==> src/inc/wdt_map.vh <==
// Purpose: Register offsets, field positions, reset values and timing counts of the watchdog block
// Assumes: APB byte addresses, 32-bit data, 8-bit registers in the low bits
// Notes:   Definitions only
`ifndef WDT_MAP_VH
`define WDT_MAP_VH

// Register byte offsets
`define WDT_OFS_CONTROL     12'h000
`define WDT_OFS_SYSCTL      12'h004
`define WDT_OFS_STATUS      12'h008
`define WDT_OFS_PORT_DATA   12'h00C
`define WDT_OFS_PORT_DIR    12'h010

// Reset values
`define WDT_CONTROL_RST     8'h53
`define WDT_SYSCTL_RST      8'h00
`define WDT_PORT_RST        8'hFF

// Watchdog control fields
`define WDT_KEY_MSB         7
`define WDT_KEY_LSB         3
`define WDT_SEL_MSB         2
`define WDT_SEL_LSB         0
`define WDT_KEY_A           5'h0A
`define WDT_KEY_B           5'h15

// System control fields
`define WDT_SC_KEEP         7
`define WDT_SC_UNIMP        6
`define WDT_SC_KEYFLAG      0
`define WDT_SC_STORE_MASK   8'hBE

// Status fields
`define WDT_ST_EXPIRED      0
`define WDT_ST_SLEEP        1
`define WDT_ST_IDLE         2
`define WDT_ST_XTAL         3

// Timing
`define WDT_CLK_MHZ         200
`define WDT_TRSTD_MS        50
`define WDT_TRSTD_CYC       (`WDT_TRSTD_MS * 1000 * `WDT_CLK_MHZ)
`define WDT_KEY_DEB_EDGES   2'h3
`define WDT_HOLD_W          24
`define WDT_CNT_W           18

`endif

==> src/core/wdt_core.v <==
// Purpose: Watchdog timer with key-field software reset, reset flags and power-on reset hold
// Assumes: CPU pulses (kick, halt, wake) are on pclk; oscillator and strap pins are asynchronous
// Notes:   Registers reached over APB with one wait state; presetn is the power-on reset
//          Slow clocks are sampled on pclk, so they must run far below a third of pclk
//
// The register addresses and the APB interface to the registers were decided locally.
`timescale 1ns/1ps
`default_nettype none
`include "wdt_map.vh"

module wdt_core #(
	parameter RSTD_CYC = `WDT_TRSTD_CYC
) (
	// APB clock and power-on reset
	input  wire        pclk,
	input  wire        presetn,
	// APB slave
	input  wire        psel,
	input  wire        penable,
	input  wire        pwrite,
	input  wire [11:0] paddr,
	input  wire [31:0] pwdata,
	output reg  [31:0] prdata,
	output reg         pready,
	output reg         pslverr,
	// Oscillator and configuration pins
	input  wire        external_crystal_clock,
	input  wire        internal_slow_oscillator,
	input  wire        clk_src_crystal_strap,
	// CPU events
	input  wire        kick_instruction,
	input  wire        halt_exec,
	input  wire        halt_to_idle,
	input  wire        wake_event,
	// Reset and system outputs
	output reg         core_reset_n,
	output reg         pc_sp_clear,
	output reg         watchdog_expired_flag,
	output reg         idle_system_clock_keep,
	output reg  [7:0]  port_data,
	output reg  [7:0]  port_dir
);

	// Sequencer states, one-hot
	localparam [2:0] ST_POR  = 3'h1;
	localparam [2:0] ST_RUN  = 3'h2;
	localparam [2:0] ST_HOLD = 3'h4;

	// Hold length cut to the counter width on purpose; the default fits in 24 bits
	localparam [31:0]            HOLD_FULL = RSTD_CYC - 1;
	localparam [`WDT_HOLD_W-1:0] HOLD_LAST = HOLD_FULL[`WDT_HOLD_W-1:0];
	localparam [1:0]             DEB_LAST  = `WDT_KEY_DEB_EDGES - 2'h1;

	reg  [2:0]             state;
	reg  [`WDT_HOLD_W-1:0] hold_cnt;
	reg  [7:0]             watchdog_control;
	reg  [7:0]             sys_store;
	reg                    key_reset_flag;
	reg                    src_crystal;
	reg                    asleep;
	reg                    idling;
	reg  [1:0]             deb_cnt;
	reg  [31:0]            rd_data;
	reg                    addr_hit;
	reg                    next_core_reset_n;
	reg                    next_pc_sp_clear;

	wire [2:0]             sync_level;
	wire [2:0]             sync_rise;
	wire [`WDT_CNT_W-1:0]  wdt_count_val;
	wire                   wdt_overflow;

	// Key, tick and reset causes
	wire        run        = (state == ST_RUN);
	wire [4:0]  enable_key_field    = watchdog_control[`WDT_KEY_MSB:`WDT_KEY_LSB];
	wire [2:0]  period_select_field = watchdog_control[`WDT_SEL_MSB:`WDT_SEL_LSB];
	wire        key_ok     = (enable_key_field == `WDT_KEY_A) || (enable_key_field == `WDT_KEY_B);
	wire        internal_slow_oscillator_rise  = sync_rise[1];
	wire        low_speed_clock_rise = src_crystal ? sync_rise[0] : sync_rise[1];
	wire        key_fire   = run && !key_ok && internal_slow_oscillator_rise && (deb_cnt == DEB_LAST);
	wire        halt_go    = run && halt_exec;
	wire        kick_go    = run && kick_instruction;
	wire        powered_down = asleep || idling;
	wire        ovf_full   = run && wdt_overflow && !powered_down;
	wire        ovf_warm   = run && wdt_overflow && powered_down;
	// APB decode; a write lands at the edge that sees pready high
	wire        apb_access = psel && penable;
	wire        apb_commit = apb_access && pready;
	wire        wr_go      = apb_commit && pwrite;
	wire        wr_ctl     = wr_go && (paddr == `WDT_OFS_CONTROL);
	wire        wr_sys     = wr_go && (paddr == `WDT_OFS_SYSCTL);
	wire        wr_pdata   = wr_go && (paddr == `WDT_OFS_PORT_DATA);
	wire        wr_pdir    = wr_go && (paddr == `WDT_OFS_PORT_DIR);

	// Slow clocks counted as edges on pclk; pclk must far outrun them
	wdt_sync #(
		.W        (3)
	) u_sync (
		.pclk     (pclk),
		.presetn  (presetn),
		.async_in ({clk_src_crystal_strap, internal_slow_oscillator, external_crystal_clock}),
		.level    (sync_level),
		.rise     (sync_rise)
	);

	// Counter held clear outside run; ticks stop while asleep or with a bad key
	wdt_count #(
		.CW       (`WDT_CNT_W)
	) u_count (
		.pclk     (pclk),
		.presetn  (presetn),
		.clr      (!run || key_fire || kick_go || halt_go),
		.tick     (run && key_ok && !asleep && low_speed_clock_rise),
		.sel      (period_select_field),
		.count    (wdt_count_val),
		.overflow (wdt_overflow)
	);

	// Reset sequencer: power-on hold, then device resets from key or time-out
	always @(posedge pclk or negedge presetn) begin
		if (!presetn) begin
			state    <= ST_POR;
			hold_cnt <= {`WDT_HOLD_W{1'b0}};
		end else begin
			case (state)
				ST_POR: begin
					if (hold_cnt == HOLD_LAST) begin
						state    <= ST_RUN;
						hold_cnt <= {`WDT_HOLD_W{1'b0}};
					end else begin
						hold_cnt <= hold_cnt + {{(`WDT_HOLD_W-1){1'b0}}, 1'b1};
					end
				end
				ST_RUN: begin
					if (key_fire || ovf_full) begin
						state    <= ST_HOLD;
						hold_cnt <= {`WDT_HOLD_W{1'b0}};
					end
				end
				// Internal resets reuse the power-on hold length
				ST_HOLD: begin
					if (hold_cnt == HOLD_LAST) begin
						state    <= ST_RUN;
						hold_cnt <= {`WDT_HOLD_W{1'b0}};
					end else begin
						hold_cnt <= hold_cnt + {{(`WDT_HOLD_W-1){1'b0}}, 1'b1};
					end
				end
				default: begin
					state    <= ST_POR;
					hold_cnt <= {`WDT_HOLD_W{1'b0}};
				end
			endcase
		end
	end

	// Source strap caught while the power-on hold lasts, then frozen
	always @(posedge pclk or negedge presetn) begin
		if (!presetn) begin
			src_crystal <= 1'b0;
		end else if (state == ST_POR) begin
			src_crystal <= sync_level[2];
		end
	end

	// Key debounce in slow oscillator edges; a key restored in time cancels it
	always @(posedge pclk or negedge presetn) begin
		if (!presetn) begin
			deb_cnt <= 2'h0;
		end else if (!run || key_ok || key_fire) begin
			deb_cnt <= 2'h0;
		end else if (internal_slow_oscillator_rise) begin
			deb_cnt <= deb_cnt + 2'h1;
		end
	end

	// Control register survives a time-out reset, reloads on the others
	always @(posedge pclk or negedge presetn) begin
		if (!presetn) begin
			watchdog_control <= `WDT_CONTROL_RST;
		end else if (key_fire) begin
			watchdog_control <= `WDT_CONTROL_RST;
		end else if (wr_ctl) begin
			watchdog_control <= pwdata[7:0];
		end
	end

	// System control: stored bits, bit 6 never stored, flag set wins
	always @(posedge pclk or negedge presetn) begin
		if (!presetn) begin
			sys_store      <= `WDT_SYSCTL_RST;
			key_reset_flag <= 1'b0;
		end else begin
			if (wr_sys) begin
				sys_store <= pwdata[7:0] & `WDT_SC_STORE_MASK;
			end
			// Key flag: hardware only ever sets it, software clears it with a zero
			if (key_fire) begin
				key_reset_flag <= 1'b1;
			end else if (wr_sys && !pwdata[`WDT_SC_KEYFLAG]) begin
				key_reset_flag <= 1'b0;
			end
		end
	end

	// Power-down tracking; a warm time-out wakes the core
	always @(posedge pclk or negedge presetn) begin
		if (!presetn) begin
			asleep <= 1'b0;
			idling <= 1'b0;
		end else if (!run || wake_event || ovf_warm) begin
			asleep <= 1'b0;
			idling <= 1'b0;
		end else if (halt_go) begin
			asleep <= !halt_to_idle;
			idling <= halt_to_idle;
		end
	end

	// Expired flag: an overflow wins over a kick or halt in the same cycle
	always @(posedge pclk or negedge presetn) begin
		if (!presetn) begin
			watchdog_expired_flag <= 1'b0;
		end else if (wdt_overflow && run) begin
			watchdog_expired_flag <= 1'b1;
		end else if (kick_go || halt_go) begin
			watchdog_expired_flag <= 1'b0;
		end
	end

	// Device reset starts with the event itself, at the same edge the sequencer enters ST_HOLD
	always @* begin
		next_core_reset_n = run;
		next_pc_sp_clear  = !run;
		if (key_fire || ovf_full) begin
			next_core_reset_n = 1'b0;
			next_pc_sp_clear  = 1'b1;
		end
		if (ovf_warm) begin
			next_pc_sp_clear  = 1'b1;
		end
	end

	// Reset outputs; program counter is zero whenever core reset or clear is seen
	always @(posedge pclk or negedge presetn) begin
		if (!presetn) begin
			core_reset_n <= 1'b0;
			pc_sp_clear  <= 1'b1;
		end else begin
			core_reset_n <= next_core_reset_n;
			pc_sp_clear  <= next_pc_sp_clear;
		end
	end

	// Ports start as inputs only after power-on
	always @(posedge pclk or negedge presetn) begin
		if (!presetn) begin
			port_data <= `WDT_PORT_RST;
			port_dir  <= `WDT_PORT_RST;
		end else begin
			if (wr_pdata) begin
				port_data <= pwdata[7:0];
			end
			if (wr_pdir) begin
				port_dir <= pwdata[7:0];
			end
		end
	end

	// Keep bit only mirrored out; the clock control that uses it lives elsewhere
	always @(posedge pclk or negedge presetn) begin
		if (!presetn) begin
			idle_system_clock_keep <= 1'b0;
		end else begin
			idle_system_clock_keep <= sys_store[`WDT_SC_KEEP];
		end
	end

	// Read mux
	always @* begin
		rd_data  = 32'h00000000;
		addr_hit = 1'b1;
		case (paddr)
			`WDT_OFS_CONTROL: begin
				rd_data[7:0] = watchdog_control;
			end
			`WDT_OFS_SYSCTL: begin
				rd_data[7:0] = {sys_store[7], 1'b0, sys_store[5:1], key_reset_flag};
			end
			`WDT_OFS_STATUS: begin
				rd_data[`WDT_ST_EXPIRED] = watchdog_expired_flag;
				rd_data[`WDT_ST_SLEEP]   = asleep;
				rd_data[`WDT_ST_IDLE]    = idling;
				rd_data[`WDT_ST_XTAL]    = src_crystal;
			end
			`WDT_OFS_PORT_DATA: begin
				rd_data[7:0] = port_data;
			end
			`WDT_OFS_PORT_DIR: begin
				rd_data[7:0] = port_dir;
			end
			default: begin
				addr_hit = 1'b0;
			end
		endcase
	end

	// One wait state keeps pready, prdata and pslverr registered
	always @(posedge pclk or negedge presetn) begin
		if (!presetn) begin
			pready  <= 1'b0;
			pslverr <= 1'b0;
			prdata  <= 32'h00000000;
		end else if (apb_access && !pready) begin
			pready  <= 1'b1;
			pslverr <= !addr_hit;
			prdata  <= pwrite ? 32'h00000000 : rd_data;
		end else begin
			pready  <= 1'b0;
			pslverr <= 1'b0;
			// prdata left alone so read data stands until the next access
		end
	end

endmodule // wdt_core

`default_nettype wire

==> src/core/wdt_count.v <==
// Purpose: Watchdog counter with selectable time-out of 2^N low-speed clock ticks
// Assumes: tick is a one-cycle pulse per low-speed clock edge
// Notes:   Compare is >= so a shorter period chosen mid-count still expires
`timescale 1ns/1ps
`default_nettype none
`include "wdt_map.vh"

module wdt_count #(
	parameter CW = `WDT_CNT_W
) (
	// Clock and reset
	input  wire          pclk,
	input  wire          presetn,
	// Control
	input  wire          clr,
	input  wire          tick,
	input  wire [2:0]    sel,
	// Results
	output reg  [CW-1:0] count,
	output reg           overflow
);

	reg [CW-1:0] limit;

	always @* begin
		case (sel)
			3'h0:    limit = 18'h000FF;
			3'h1:    limit = 18'h003FF;
			3'h2:    limit = 18'h00FFF;
			3'h3:    limit = 18'h03FFF;
			3'h4:    limit = 18'h07FFF;
			3'h5:    limit = 18'h0FFFF;
			3'h6:    limit = 18'h1FFFF;
			default: limit = 18'h3FFFF;
		endcase
	end

	always @(posedge pclk or negedge presetn) begin
		if (!presetn) begin
			count    <= {CW{1'b0}};
			overflow <= 1'b0;
		end else if (clr) begin
			count    <= {CW{1'b0}};
			overflow <= 1'b0;
		end else if (tick && count >= limit) begin
			count    <= {CW{1'b0}};
			overflow <= 1'b1;
		end else begin
			if (tick) begin
				count <= count + {{(CW-1){1'b0}}, 1'b1};
			end
			overflow <= 1'b0;
		end
	end

endmodule // wdt_count

`default_nettype wire

==> src/core/wdt_sync.v <==
// Purpose: Two-flop synchronisers with rising-edge detect, one per bit
// Assumes: Inputs asynchronous to pclk
// Notes:   Edge detect looks only at the second and third flops
`timescale 1ns/1ps
`default_nettype none

module wdt_sync #(
	parameter W = 3
) (
	// Clock and reset
	input  wire         pclk,
	input  wire         presetn,
	// Asynchronous inputs
	input  wire [W-1:0] async_in,
	// Synchronised level and rising-edge pulse
	output wire [W-1:0] level,
	output wire [W-1:0] rise
);

	genvar i;
	generate
		for (i = 0; i < W; i = i + 1) begin : g_bit
			reg s1;
			reg s2;
			reg s3;
			always @(posedge pclk or negedge presetn) begin
				if (!presetn) begin
					s1 <= 1'b0;
					s2 <= 1'b0;
					s3 <= 1'b0;
				end else begin
					s1 <= async_in[i];
					s2 <= s1;
					s3 <= s2;
				end
			end
			assign level[i] = s2;
			assign rise[i]  = s2 & ~s3;
		end
	endgenerate

endmodule // wdt_sync

`default_nettype wire

==> config.mk <==
export PLATFORM = sky130hd
export DESIGN_NAME = wdt_core
export DESIGN_NICKNAME = d
export VERILOG_FILES = /design/src/core/wdt_core.v /design/src/core/wdt_count.v /design/src/core/wdt_sync.v
export VERILOG_INCLUDE_DIRS = /design/src /design/src/inc
export SDC_FILE = /design/constraint.sdc
export NUM_CORES = 1
export LEC_CHECK = 0
export BUFFER_PORTS_ARGS = -buffer_cell sky130_fd_sc_hd__buf_4
export CAP_MARGIN = 0
export CORE_UTILIZATION = 46
export DETAILED_ROUTE_END_ITERATION = 8
export PLACE_DENSITY = 0.64
export SETUP_SLACK_MARGIN = 0.4
export SLEW_MARGIN = 20
export SYNTH_ARGS = -nofsm -noshare
export SYNTH_HDL_FRONTEND = slang
export SYNTH_SLANG_ARGS = --single-unit
==> constraint.sdc <==
create_clock -name pclk -period 2.7 [get_ports pclk]
set_input_delay 0.27 -clock pclk [delete_from_list [all_inputs] [get_ports pclk]]
set_output_delay 0.27 -clock pclk [all_outputs]
set_load 0.02 [all_outputs]
==> results_dict.tcl, run 1 <==
set metrics [dict create \
    synth_edf_count 0 \
    maxSlewViolCount 0 \
    place_inst 742 \
    p_leak_nw 2.75 \
    ys.flop_type "dfrtp_1" \
    final_hold_viol_count 0 \
    cts_tree "yes" \
    grt_pass1_vias 4238 \
    synthesis.area_mm2 0.00568 \
    hold_class "primary input to flop" \
    synth.most_common_cell "dfrtp_1" \
    cts-root-buf "clkbuf_16" \
    startpoint "watchdog_control[6]" \
    die_x_um 113 \
    grtUsageTotal_pct 20.4 \
    dr.pass1.iters 4 \
    maxCapViolations 0 \
    ioPinCount 110 \
    numClockSinks 104 \
    ys_warn_count 0 \
    status "finished, final reports clean" \
    place_hpwl_um 8790 \
    synth_top_area_share_pct 36.1 \
    rows 40 \
    yosysSeqAreaShare_pct 46.3 \
    die_h_um 113 \
    synth_common_cells "dfrtp_1 (82), nand2_1 (39), nor2_1 (30)" \
    peakVddDrop_mv 0.275 \
    syn_area_per_cell_um2 10.4 \
    vias 4510 \
    drt_iter0_markers 300 \
    final.setup.worst_slack_ps 476 \
    cp_data_required_time_ps 2970 \
    pre_cts_slack_ps 405 \
    finalSetupTns_ps 0 \
    fin_cells 764 \
    r2r-end "u_count.count[9]" \
    fmax_ghz 0.450 \
    finalPower_mw 2.96 \
    drc 0 \
    fill_cells 1064 \
    antenna_found_initial 0 \
    fp.coreArea_mm2 0.0120 \
    rsz0062_at_grt "true" \
    diodes 0 \
    htreeDepth 3 \
    max_slew_margin_pct 60.3 \
    syn_to_final_growth_pct 16.4 \
    drt-wirelength-per-cell_um 16.2 \
    synthArstFlopShare_pct 100 \
    arrival_ps 2500 \
    clockBufferDepth 2 \
    drt-total-wl_um 12400 \
    grt_max_degree 105 \
    port_buffers 61 \
    crit_path_end_kind "flop" \
    nNetsFinal 681 \
    r2r_start "watchdog_control[6]" \
    setup_violations 0 \
    synth-seq-cells 104 \
    place.gp.congestion 0.821 \
    netlist_top_cells_area "dfrtp_1 (36%), dfstp_2 (10%), mux2_2 (5.5%)" \
    start_kind "flop" \
    skew_ps 9.53 \
    initial_utilization_pct 47.3 \
    cp-endpoint "u_count.count[9]" \
    ys_types 59 \
    fin_crit_ps 2220 \
    ff2ff_path_depth 6 \
    cts_buffers 9 \
    grt_overflow_total 0 \
    rrSetupSlack_ps 480 \
    die_area_mm2 0.0128 \
    synth_top_area_cell "dfrtp_1" \
    final.period_utilization_pct 82.4 \
    antenna_left 0 \
    criticalPathCategory "flop to flop" \
    grt_pass1_wl_um 21000 \
    cellPowerDensity_mw_per_mm2 447 \
    utilization_pct 55.1 \
    synthCells 546 \
    clkLatencyLatePin_ps 360 \
    drt-vias-per-instance 5.90 \
    layout-drive-gt1-share_pct 28.5 \
    tightestPinTransition_ps 590 \
    path_clk_slew_ps 70 \
    crit_path_max_fanout 26 \
]
## logic make-up after synthesis
family	Yosys count	share of synthesized area, %
xor gates and xnor gates	1	0.154
and+or+nand+nor	199	19.8
AOI/OAI and AO/OA	123	16.0
buffers and inverters	59	5.81
other	1	0.0660
muxes	46	9.00
adders and majority gates	13	2.86
DFF	104	46.3
## worst max-delay path, cell delays in order, from the launching register on
cell and delay, ps:
dfstp_2 560, and4bb_1 250, mux2i_4 280, mux2i_2 120, buf_6 180, or4_1 530, a211oi_2 220
## what timing repair did
action	CTS	global route
pin swaps	0	2
endpoints found under the hold margin	9	0
resized for setup	0	8
endpoints found under the setup margin	2	30
hold buffers	1	0
buffers inserted	1	4
## power breakdown
part / switching, mW / internal, mW
sequential: 0.00411 / 1.57
clock: 0.608 / 0.629
combinational: 0.0986 / 0.0488
total: 0.711 / 2.25
## routing by layer
layer  vias to the layer above  GRT usage, %  wire (um)
met3                        13          3.64        581
met1                      2237          28.5       5830
met2                       112          32.2       5840
li1                       2148             -          -
met5                         -             0          0
met4                         0          6.40        154
## how the worst min path moves through the flow
| stage | startpoint | end | slack (ps) | cells past startpoint |
|---|---|---|---|---|
| 3_3_place_gp | u_sync.g_bit[0].s1 | u_sync.g_bit[0].s2 | 340 | 0 |
| 6_report | clk_src_crystal_strap | u_sync.g_bit[2].s1 | 20 | 1 |
| 5_1_grt | internal_slow_oscillator | u_sync.g_bit[1].s1 | 10 | 1 |
| 3_5_place_dp | u_sync.g_bit[0].s1 | u_sync.g_bit[0].s2 | 340 | 0 |
| 2_1_floorplan | presetn | asleep | -30 | 0 |
| 4_1_cts | clk_src_crystal_strap | u_sync.g_bit[2].s1 | 10 | 1 |
## through the flow
step,area (um2),hold WS [ps]
3_5_place_dp,6260,336
3_3_place_gp,6260,337
2_1_floorplan,5770,-25.6
6_report,6620,23.4
4_1_cts,6550,12.3
5_1_grt,6620,9.86
## sequential cells by signal (all words and copies together), names as in the netlist, 2 cells and up
register / cells
prdata: 8
u_sync.g_bit.s1: 3
u_sync.g_bit.s2: 3
port_data: 8
state: 3
deb_cnt: 2
u_count.count: 18
u_sync.g_bit.s3: 2
port_dir: 8
sys_store: 6
watchdog_control: 8
hold_cnt: 24
## layout by cell type (no fill, tap or decap), types with 12 or more instances in the layout
master    Yosys  routed
a21oi_1      26      24
dfstp_2      22      22
nand2_1      39      39
inv_1        13      13
mux2_2       28      28
o21ai_0      23      23
conb_1        1      24
nor3_1       14      14
a211oi_2     12      12
dfrtp_1      82      81
o31ai_1      15      15
ha_1         13      13
buf_4        24      73
nand3_1      29      29
nand4_1      18      18
mux2i_1      16      16
nor2_1       30      30
## area by class of cell
cell class	count	area [um2]	share of cell area [%]
Multi-Input combinational cell	406	2860	43.2
Inverter	13	48.8	0.738
Tap cell	147	184	2.78
Clock buffer	10	229	3.46
Sequential cell	104	2630	39.8
Clock inverter	6	45.0	0.681
Timing Repair Buffer	78	621	9.38
Note: power is estimated with default switching activity, not from simulation.
==> run 2, diff against run 1 <==
ABC_AREA = 1   (was unset)
clock period = 2.11 ns   (was 2.7 ns; I/O delays follow)
==> results_dict.tcl, run 2 <==
set metrics [dict create \
    port_buffers 61 \
    peakVddDrop_mv 0.341 \
    fp.coreArea_mm2 0.0132 \
    top_regs "hold_cnt (24), u_count.count (18)" \
    syn_area_per_cell_um2 7.47 \
    nNetsFinal 980 \
    detailed_place.area_mm2 0.00681 \
    synth_common_cells "nand2_1 (231), inv_1 (101), nand3_1 (83)" \
    netlist_top_cells_area "dfrtp_1 (33%), nand2_1 (14%), dfstp_2 (9.3%)" \
    fill_cells 1268 \
    place_hpwl_um 11200 \
    die_area_mm2 0.0139 \
    grt_max_degree 43 \
    vias 5596 \
    numClockSinks 104 \
    synth_top_area_cell "dfrtp_1" \
    criticalPathCategory "flop to flop" \
    drt_iter0_markers 374 \
    synthesis.area_mm2 0.00620 \
    diodes 0 \
    final.setup.worst_slack_ps 131 \
    skew_ps 9.66 \
    grtUsageTotal_pct 22.8 \
    initial_utilization_pct 47.0 \
    dr.pass1.iters 5 \
    final_hold_viol_count 0 \
    rsz0062_at_grt "true" \
    finalSetupTns_ps 0 \
    cp_data_required_time_ps 2350 \
    yosysSeqAreaShare_pct 42.4 \
    ys.flop_type "dfrtp_1" \
    regMostFlops "hold_cnt" \
    arrival_ps 2220 \
    cts_buffers 9 \
    start_kind "flop" \
    fin_crit_ps 1980 \
    drt-vias-per-instance 5.12 \
    rows 42 \
    pre_cts_slack_ps 27.5 \
    place.gp.congestion 0.937 \
    grt_pass1_vias 5127 \
    cts-root-buf "clkbuf_16" \
    drc 0 \
    hold_class "primary input to flop" \
    layout-drive-gt1-share_pct 18.9 \
    fmax_ghz 0.505 \
    ys_types 38 \
    htreeDepth 3 \
    cellPowerDensity_mw_per_mm2 521 \
    cts_tree "yes" \
    clockBufferDepth 2 \
    antenna_found_initial 0 \
    grt_pass1_wl_um 25400 \
    crit_path_max_fanout 19 \
    maxCapViolations 0 \
    drt-total-wl_um 15300 \
    final.period_utilization_pct 93.8 \
    crit_path_end_kind "flop" \
    final_common_cell "nand2_1" \
    die_x_um 118 \
    ys_warn_count 0 \
    status "finished, final reports clean" \
    die_h_um 118 \
    drt-wirelength-per-cell_um 14.0 \
    ioPinCount 110 \
    p_leak_nw 3.71 \
    maxSlewViolCount 0 \
    largest_reg_flops 24 \
    synth_top_area_share_pct 33.1 \
    final_area_mm2 0.00739 \
    synthCells 830 \
    path_clk_slew_ps 80 \
    syn_to_final_growth_pct 19.2 \
    antenna_left 0 \
    hold_ws_ps 124 \
    synth.most_common_cell "nand2_1" \
    layout_common_cells "nand2_1 (226), inv_1 (101), buf_4 (84)" \
    synthArstFlopShare_pct 100 \
    grt_overflow_total 0 \
    clkLatencyLatePin_ps 350 \
    synth_edf_count 0 \
    synth-seq-cells 104 \
    setup_violations 0 \
]
==> run 2: cell types whose count changed after synthesis, moves of 10 or more <==
cell | previous run | this run
a22o_1 | 10 | 0
mux2_2 | 28 | 0
nand3_1 | 29 | 83
xor2_1 | 1 | 20
a211oi_2 | 12 | 0
nand2_1 | 39 | 231
mux2i_1 | 16 | 0
inv_1 | 13 | 101
nor2_1 | 30 | 78
a21oi_1 | 26 | 6
or3_1 | 12 | 0
nand4_1 | 18 | 45
o21ai_0 | 23 | 49
o31ai_1 | 15 | 0
==> run 2: power breakdown <==
part / internal, mW / total (mW) / switching, mW
registers: 2.00 / 2.01 / 0.00540
logic: 0.0628 / 0.202 / 0.140
clock network: 0.826 / 1.63 / 0.808
total: 2.89 / 3.85 / 0.953
==> run 2: cells by family after synthesis <==
family          Yosys count  synth area share (%)
other cells               1                0.0605
compound gates           72                  6.32
flops                   104                  42.4
xor+xnor                 21                  2.97
simple gates            468                  34.0
fa+ha+maj                13                  2.62
buf+inv                 151                  11.6
==> run 2: cell type report <==
cell class,count,area (um2),share of cell area (%)
clock buffer,9,225,3.05
clock inverter,7,57.6,0.779
inverter,106,403,5.45
multi-input combinational,598,3110,42.1
sequential,104,2630,35.6
tap,176,220,2.98
timing repair buffer,92,742,10.0
==> run 2: repair_timing <==
action                                  4_1_cts  5_1_grt
resized for setup                             7       26
pin swaps                                     2        9
hold endpoints to repair                     27        0
buffers inserted                              2        9
endpoints found under the setup margin       45       53
hold buffers                                  4        0
cloned                                        0        0
==> run 2: final timing paths <==
check / from / endpoint / slack [ps] / cells past startpoint
worst min register to register: u_sync.g_bit[2].s1 / u_sync.g_bit[2].s2 / 350 / 0
min in group asynchronous: presetn / u_count.count[11] / 320 / 2
worst max register to register: watchdog_control[1] / u_count.count[15] / 130 / 11
worst max-delay path: watchdog_control[1] / u_count.count[15] / 130 / 11
max in group asynchronous: presetn / port_data[5] / 1140 / 3
worst min-delay path: pwdata[5] / watchdog_control[5] / 120 / 3
==> run 2: per-stage QoR <==
| step | total power [mW] | std cells | util (%) |
|---|---|---|---|
| after floorplan | 2.17 | 853 | - |
| after global placement | 2.25 | 1061 | 51.6 |
| after detailed placement | 2.25 | 1061 | 51.6 |
| after CTS | 3.89 | 1083 | 54.4 |
| after global routing | 4.00 | 1092 | 56.0 |
| final | 3.85 | 1092 | 56.0 |
==> run 2: metal layers <==
metal,GRT usage (%),part of all wire (%),up-vias
met5,0,0,-
met4,8.49,1.8,0
met3,3.10,4.8,22
met2,36.1,46,164
met1,31.8,47,2613
li1,-,-,2797
==> run 2: critical path, cell delays in order, from the launching register on <==
cell and delay, ps:
dfstp_2 590, buf_12 130, nand3_2 90, ha_4 290, nand2_2 60, nor2_4 130
nand2_2 70, nor3_4 140, nor2_4 60, buf_12 150, nand4_1 100, nand2_1 50
==> run 3, diff against run 2 <==
SYNTH_HIERARCHICAL = 1   (was unset)
==> results_dict.tcl, run 3 <==
set metrics [dict create \
    status "finished, final reports clean" \
    r2r-end "u_count/count[9]" \
    vias 5677 \
    fp.coreArea_mm2 0.0128 \
    cellPowerDensity_mw_per_mm2 512 \
    grt_pass1_wl_um 24900 \
    numClockSinks 104 \
    rows 41 \
    fmax_ghz 0.506 \
    rsz0062_at_grt "true" \
    maxSlewViolCount 0 \
    dr.pass1.iters 8 \
    hold_depth 3 \
    place_hpwl_um 10600 \
    holdCritStartpoint "pwdata[6]" \
    criticalPathCategory "flop to flop" \
    regMostFlops "hold_cnt" \
    nNetsFinal 990 \
    die_area_mm2 0.0139 \
    largest_reg_flops 24 \
    clockBufferDepth 2 \
    fill_cells 1198 \
    maxCapViolations 0 \
    fin_crit_ps 1980 \
    top_regs "hold_cnt (24), u_count/count (18)" \
    final_common_cell "nand2_1" \
    synthesis.area_mm2 0.00616 \
    seq_power_share_pct 52.3 \
    drc 0 \
    cts-root-buf "clkbuf_16" \
    r2r_start "watchdog_control[1]" \
    synthCells 829 \
    antenna_found_initial 0 \
    place_inst 1058 \
    syn_to_final_growth_pct 22.0 \
    grt_overflow_total 0 \
    crit_path_max_fanout 7 \
    syn_area_per_cell_um2 7.43 \
    place.gp.congestion 0.882 \
    final_area_mm2 0.00752 \
    seqCellArea_mm2 0.00263 \
    final.period_utilization_pct 93.7 \
    cts_tree "yes" \
    hold_class "primary input to flop" \
    antenna_left 0 \
    switching_share_pct 24.2 \
    multi_input_area_mm2 0.00326 \
    setup_violations 0 \
    die_x_um 118 \
    final_hold_viol_count 0 \
    diodes 0 \
    ff2ff_path_depth 11 \
    grtUsageTotal_pct 22.2 \
    start_kind "flop" \
    clkLatencyLatePin_ps 360 \
    fin_cells 1098 \
    p_int_mw 2.92 \
    peakVddDrop_mv 0.376 \
    finalSetupTns_ps 0 \
    drt-total-wl_um 15100 \
    arrival_ps 2270 \
    hold_ws_ps 102 \
    detailed_place.area_mm2 0.00681 \
    p_leak_nw 3.57 \
    skew_ps 6.24 \
    path_clk_slew_ps 70 \
    combPwrFrac_pct 5.2 \
    port_buffers 61 \
    layout_common_cells "nand2_1 (239), buf_4 (84), dfrtp_1 (82)" \
    ioPinCount 110 \
    drt-wirelength-per-cell_um 13.7 \
    p_sw_uw 932 \
    grt_max_degree 61 \
    clockPowerShare_pct 42.6 \
    htreeDepth 3 \
    initial_utilization_pct 48.0 \
    layout-drive-gt1-share_pct 23.3 \
    cp_data_required_time_ps 2400 \
    crit_path_end_kind "flop" \
    die_h_um 118 \
    ys_warn_count 6 \
    hold_end "port_dir[6]" \
    cts_buffers 9 \
    drt_iter0_markers 379 \
    rrSetupSlack_ps 130 \
    utilization_pct 58.6 \
    grt_pass1_vias 5348 \
    drt-vias-per-instance 5.17 \
]
==> run 3: changes by cell type in the layout (fill, tap and decap cells not counted), moves of 6 or more <==
| cell | before | now |
|---|---|---|
| inv_1 | 101 | 78 |
| nand4_1 | 45 | 25 |
| o21ai_0 | 46 | 27 |
| nand2_2 | 6 | 20 |
| nand2_1 | 226 | 239 |
| nor2_2 | 4 | 17 |
| o21ai_1 | 11 | 24 |
| xor2_1 | 20 | 9 |
| a21oi_1 | 5 | 12 |
| o21bai_1 | 0 | 7 |
| nor2_4 | 5 | 11 |
==> run 3: what timing repair did <==
item / 4_1_cts / 5_1_grt
endpoints found under the hold margin: 20 / 0
cloned: 0 / 4
pin swaps: 5 / 24
hold buffers: 4 / 0
gates resized for setup: 10 / 49
buffers inserted: 9 / 7
endpoints found under the setup margin: 24 / 46
==> run 3: layer usage <==
layer  track usage [%]  up-vias  wire length [um]
met5                 0        -                 0
met4              10.6        0               372
met3              3.49       29               702
met2              36.6      171              7170
met1              28.4     2662              6850
li1                  -     2815                 -
==> run 3: final cells by class <==
type / count / share of cell area [%]
Clock buffer: 10 / 3.18
Clock inverter: 6 / 0.682
Inverter: 87 / 4.49
Multi-Input combinational cell: 624 / 43.3
Sequential cell: 104 / 35.0
Tap cell: 172 / 2.86
Timing Repair Buffer: 95 / 10.5
==> run 3: worst max-delay path: stages (launching register included) <==
cell and delay [ps]:
dfstp_2 630, a21oi_2 90, ha_1 330, nand2_2 90
inv_1 60, nand2_1 60, nand2_1 60, a21oi_2 180
nand2_4 140, nand2_4 150, nand2_1 60, nand2_1 60
==> run 3: power groups by stage <==
stage          logic (mW)  registers [mW]  clock network (mW)
2_1_floorplan       0.115            2.05                   0
3_3_place_gp        0.192            2.05                   0
3_5_place_dp        0.195            2.05                   0
4_1_cts             0.202            2.01                1.69
5_1_grt             0.223            2.01                1.76
6_report            0.199            2.01                1.64
==> run 3: worst max path at each step <==
stage / start / endpoint / slack (ps) / depth (start not counted)
global route: watchdog_control[1] / u_count/count[9] / 30 / 11
CTS: watchdog_control[1] / u_count/count[17] / 170 / 10
finish: watchdog_control[1] / u_count/count[9] / 130 / 11
detailed placement: watchdog_control[4] / u_count/count[4] / 70 / 13
global placement: watchdog_control[4] / u_count/count[4] / 130 / 13
floorplan: watchdog_control[4] / u_count/count[9] / 220 / 12
==> run 3: through the flow <==
| stage | worst slack (ps) | power [mW] |
|---|---|---|
| 6_report | 134 | 3.85 |
| 2_1_floorplan | 224 | 2.16 |
| 3_3_place_gp | 128 | 2.24 |
| 5_1_grt | 27.7 | 4.00 |
| 3_5_place_dp | 72.4 | 2.24 |
| 4_1_cts | 168 | 3.90 |
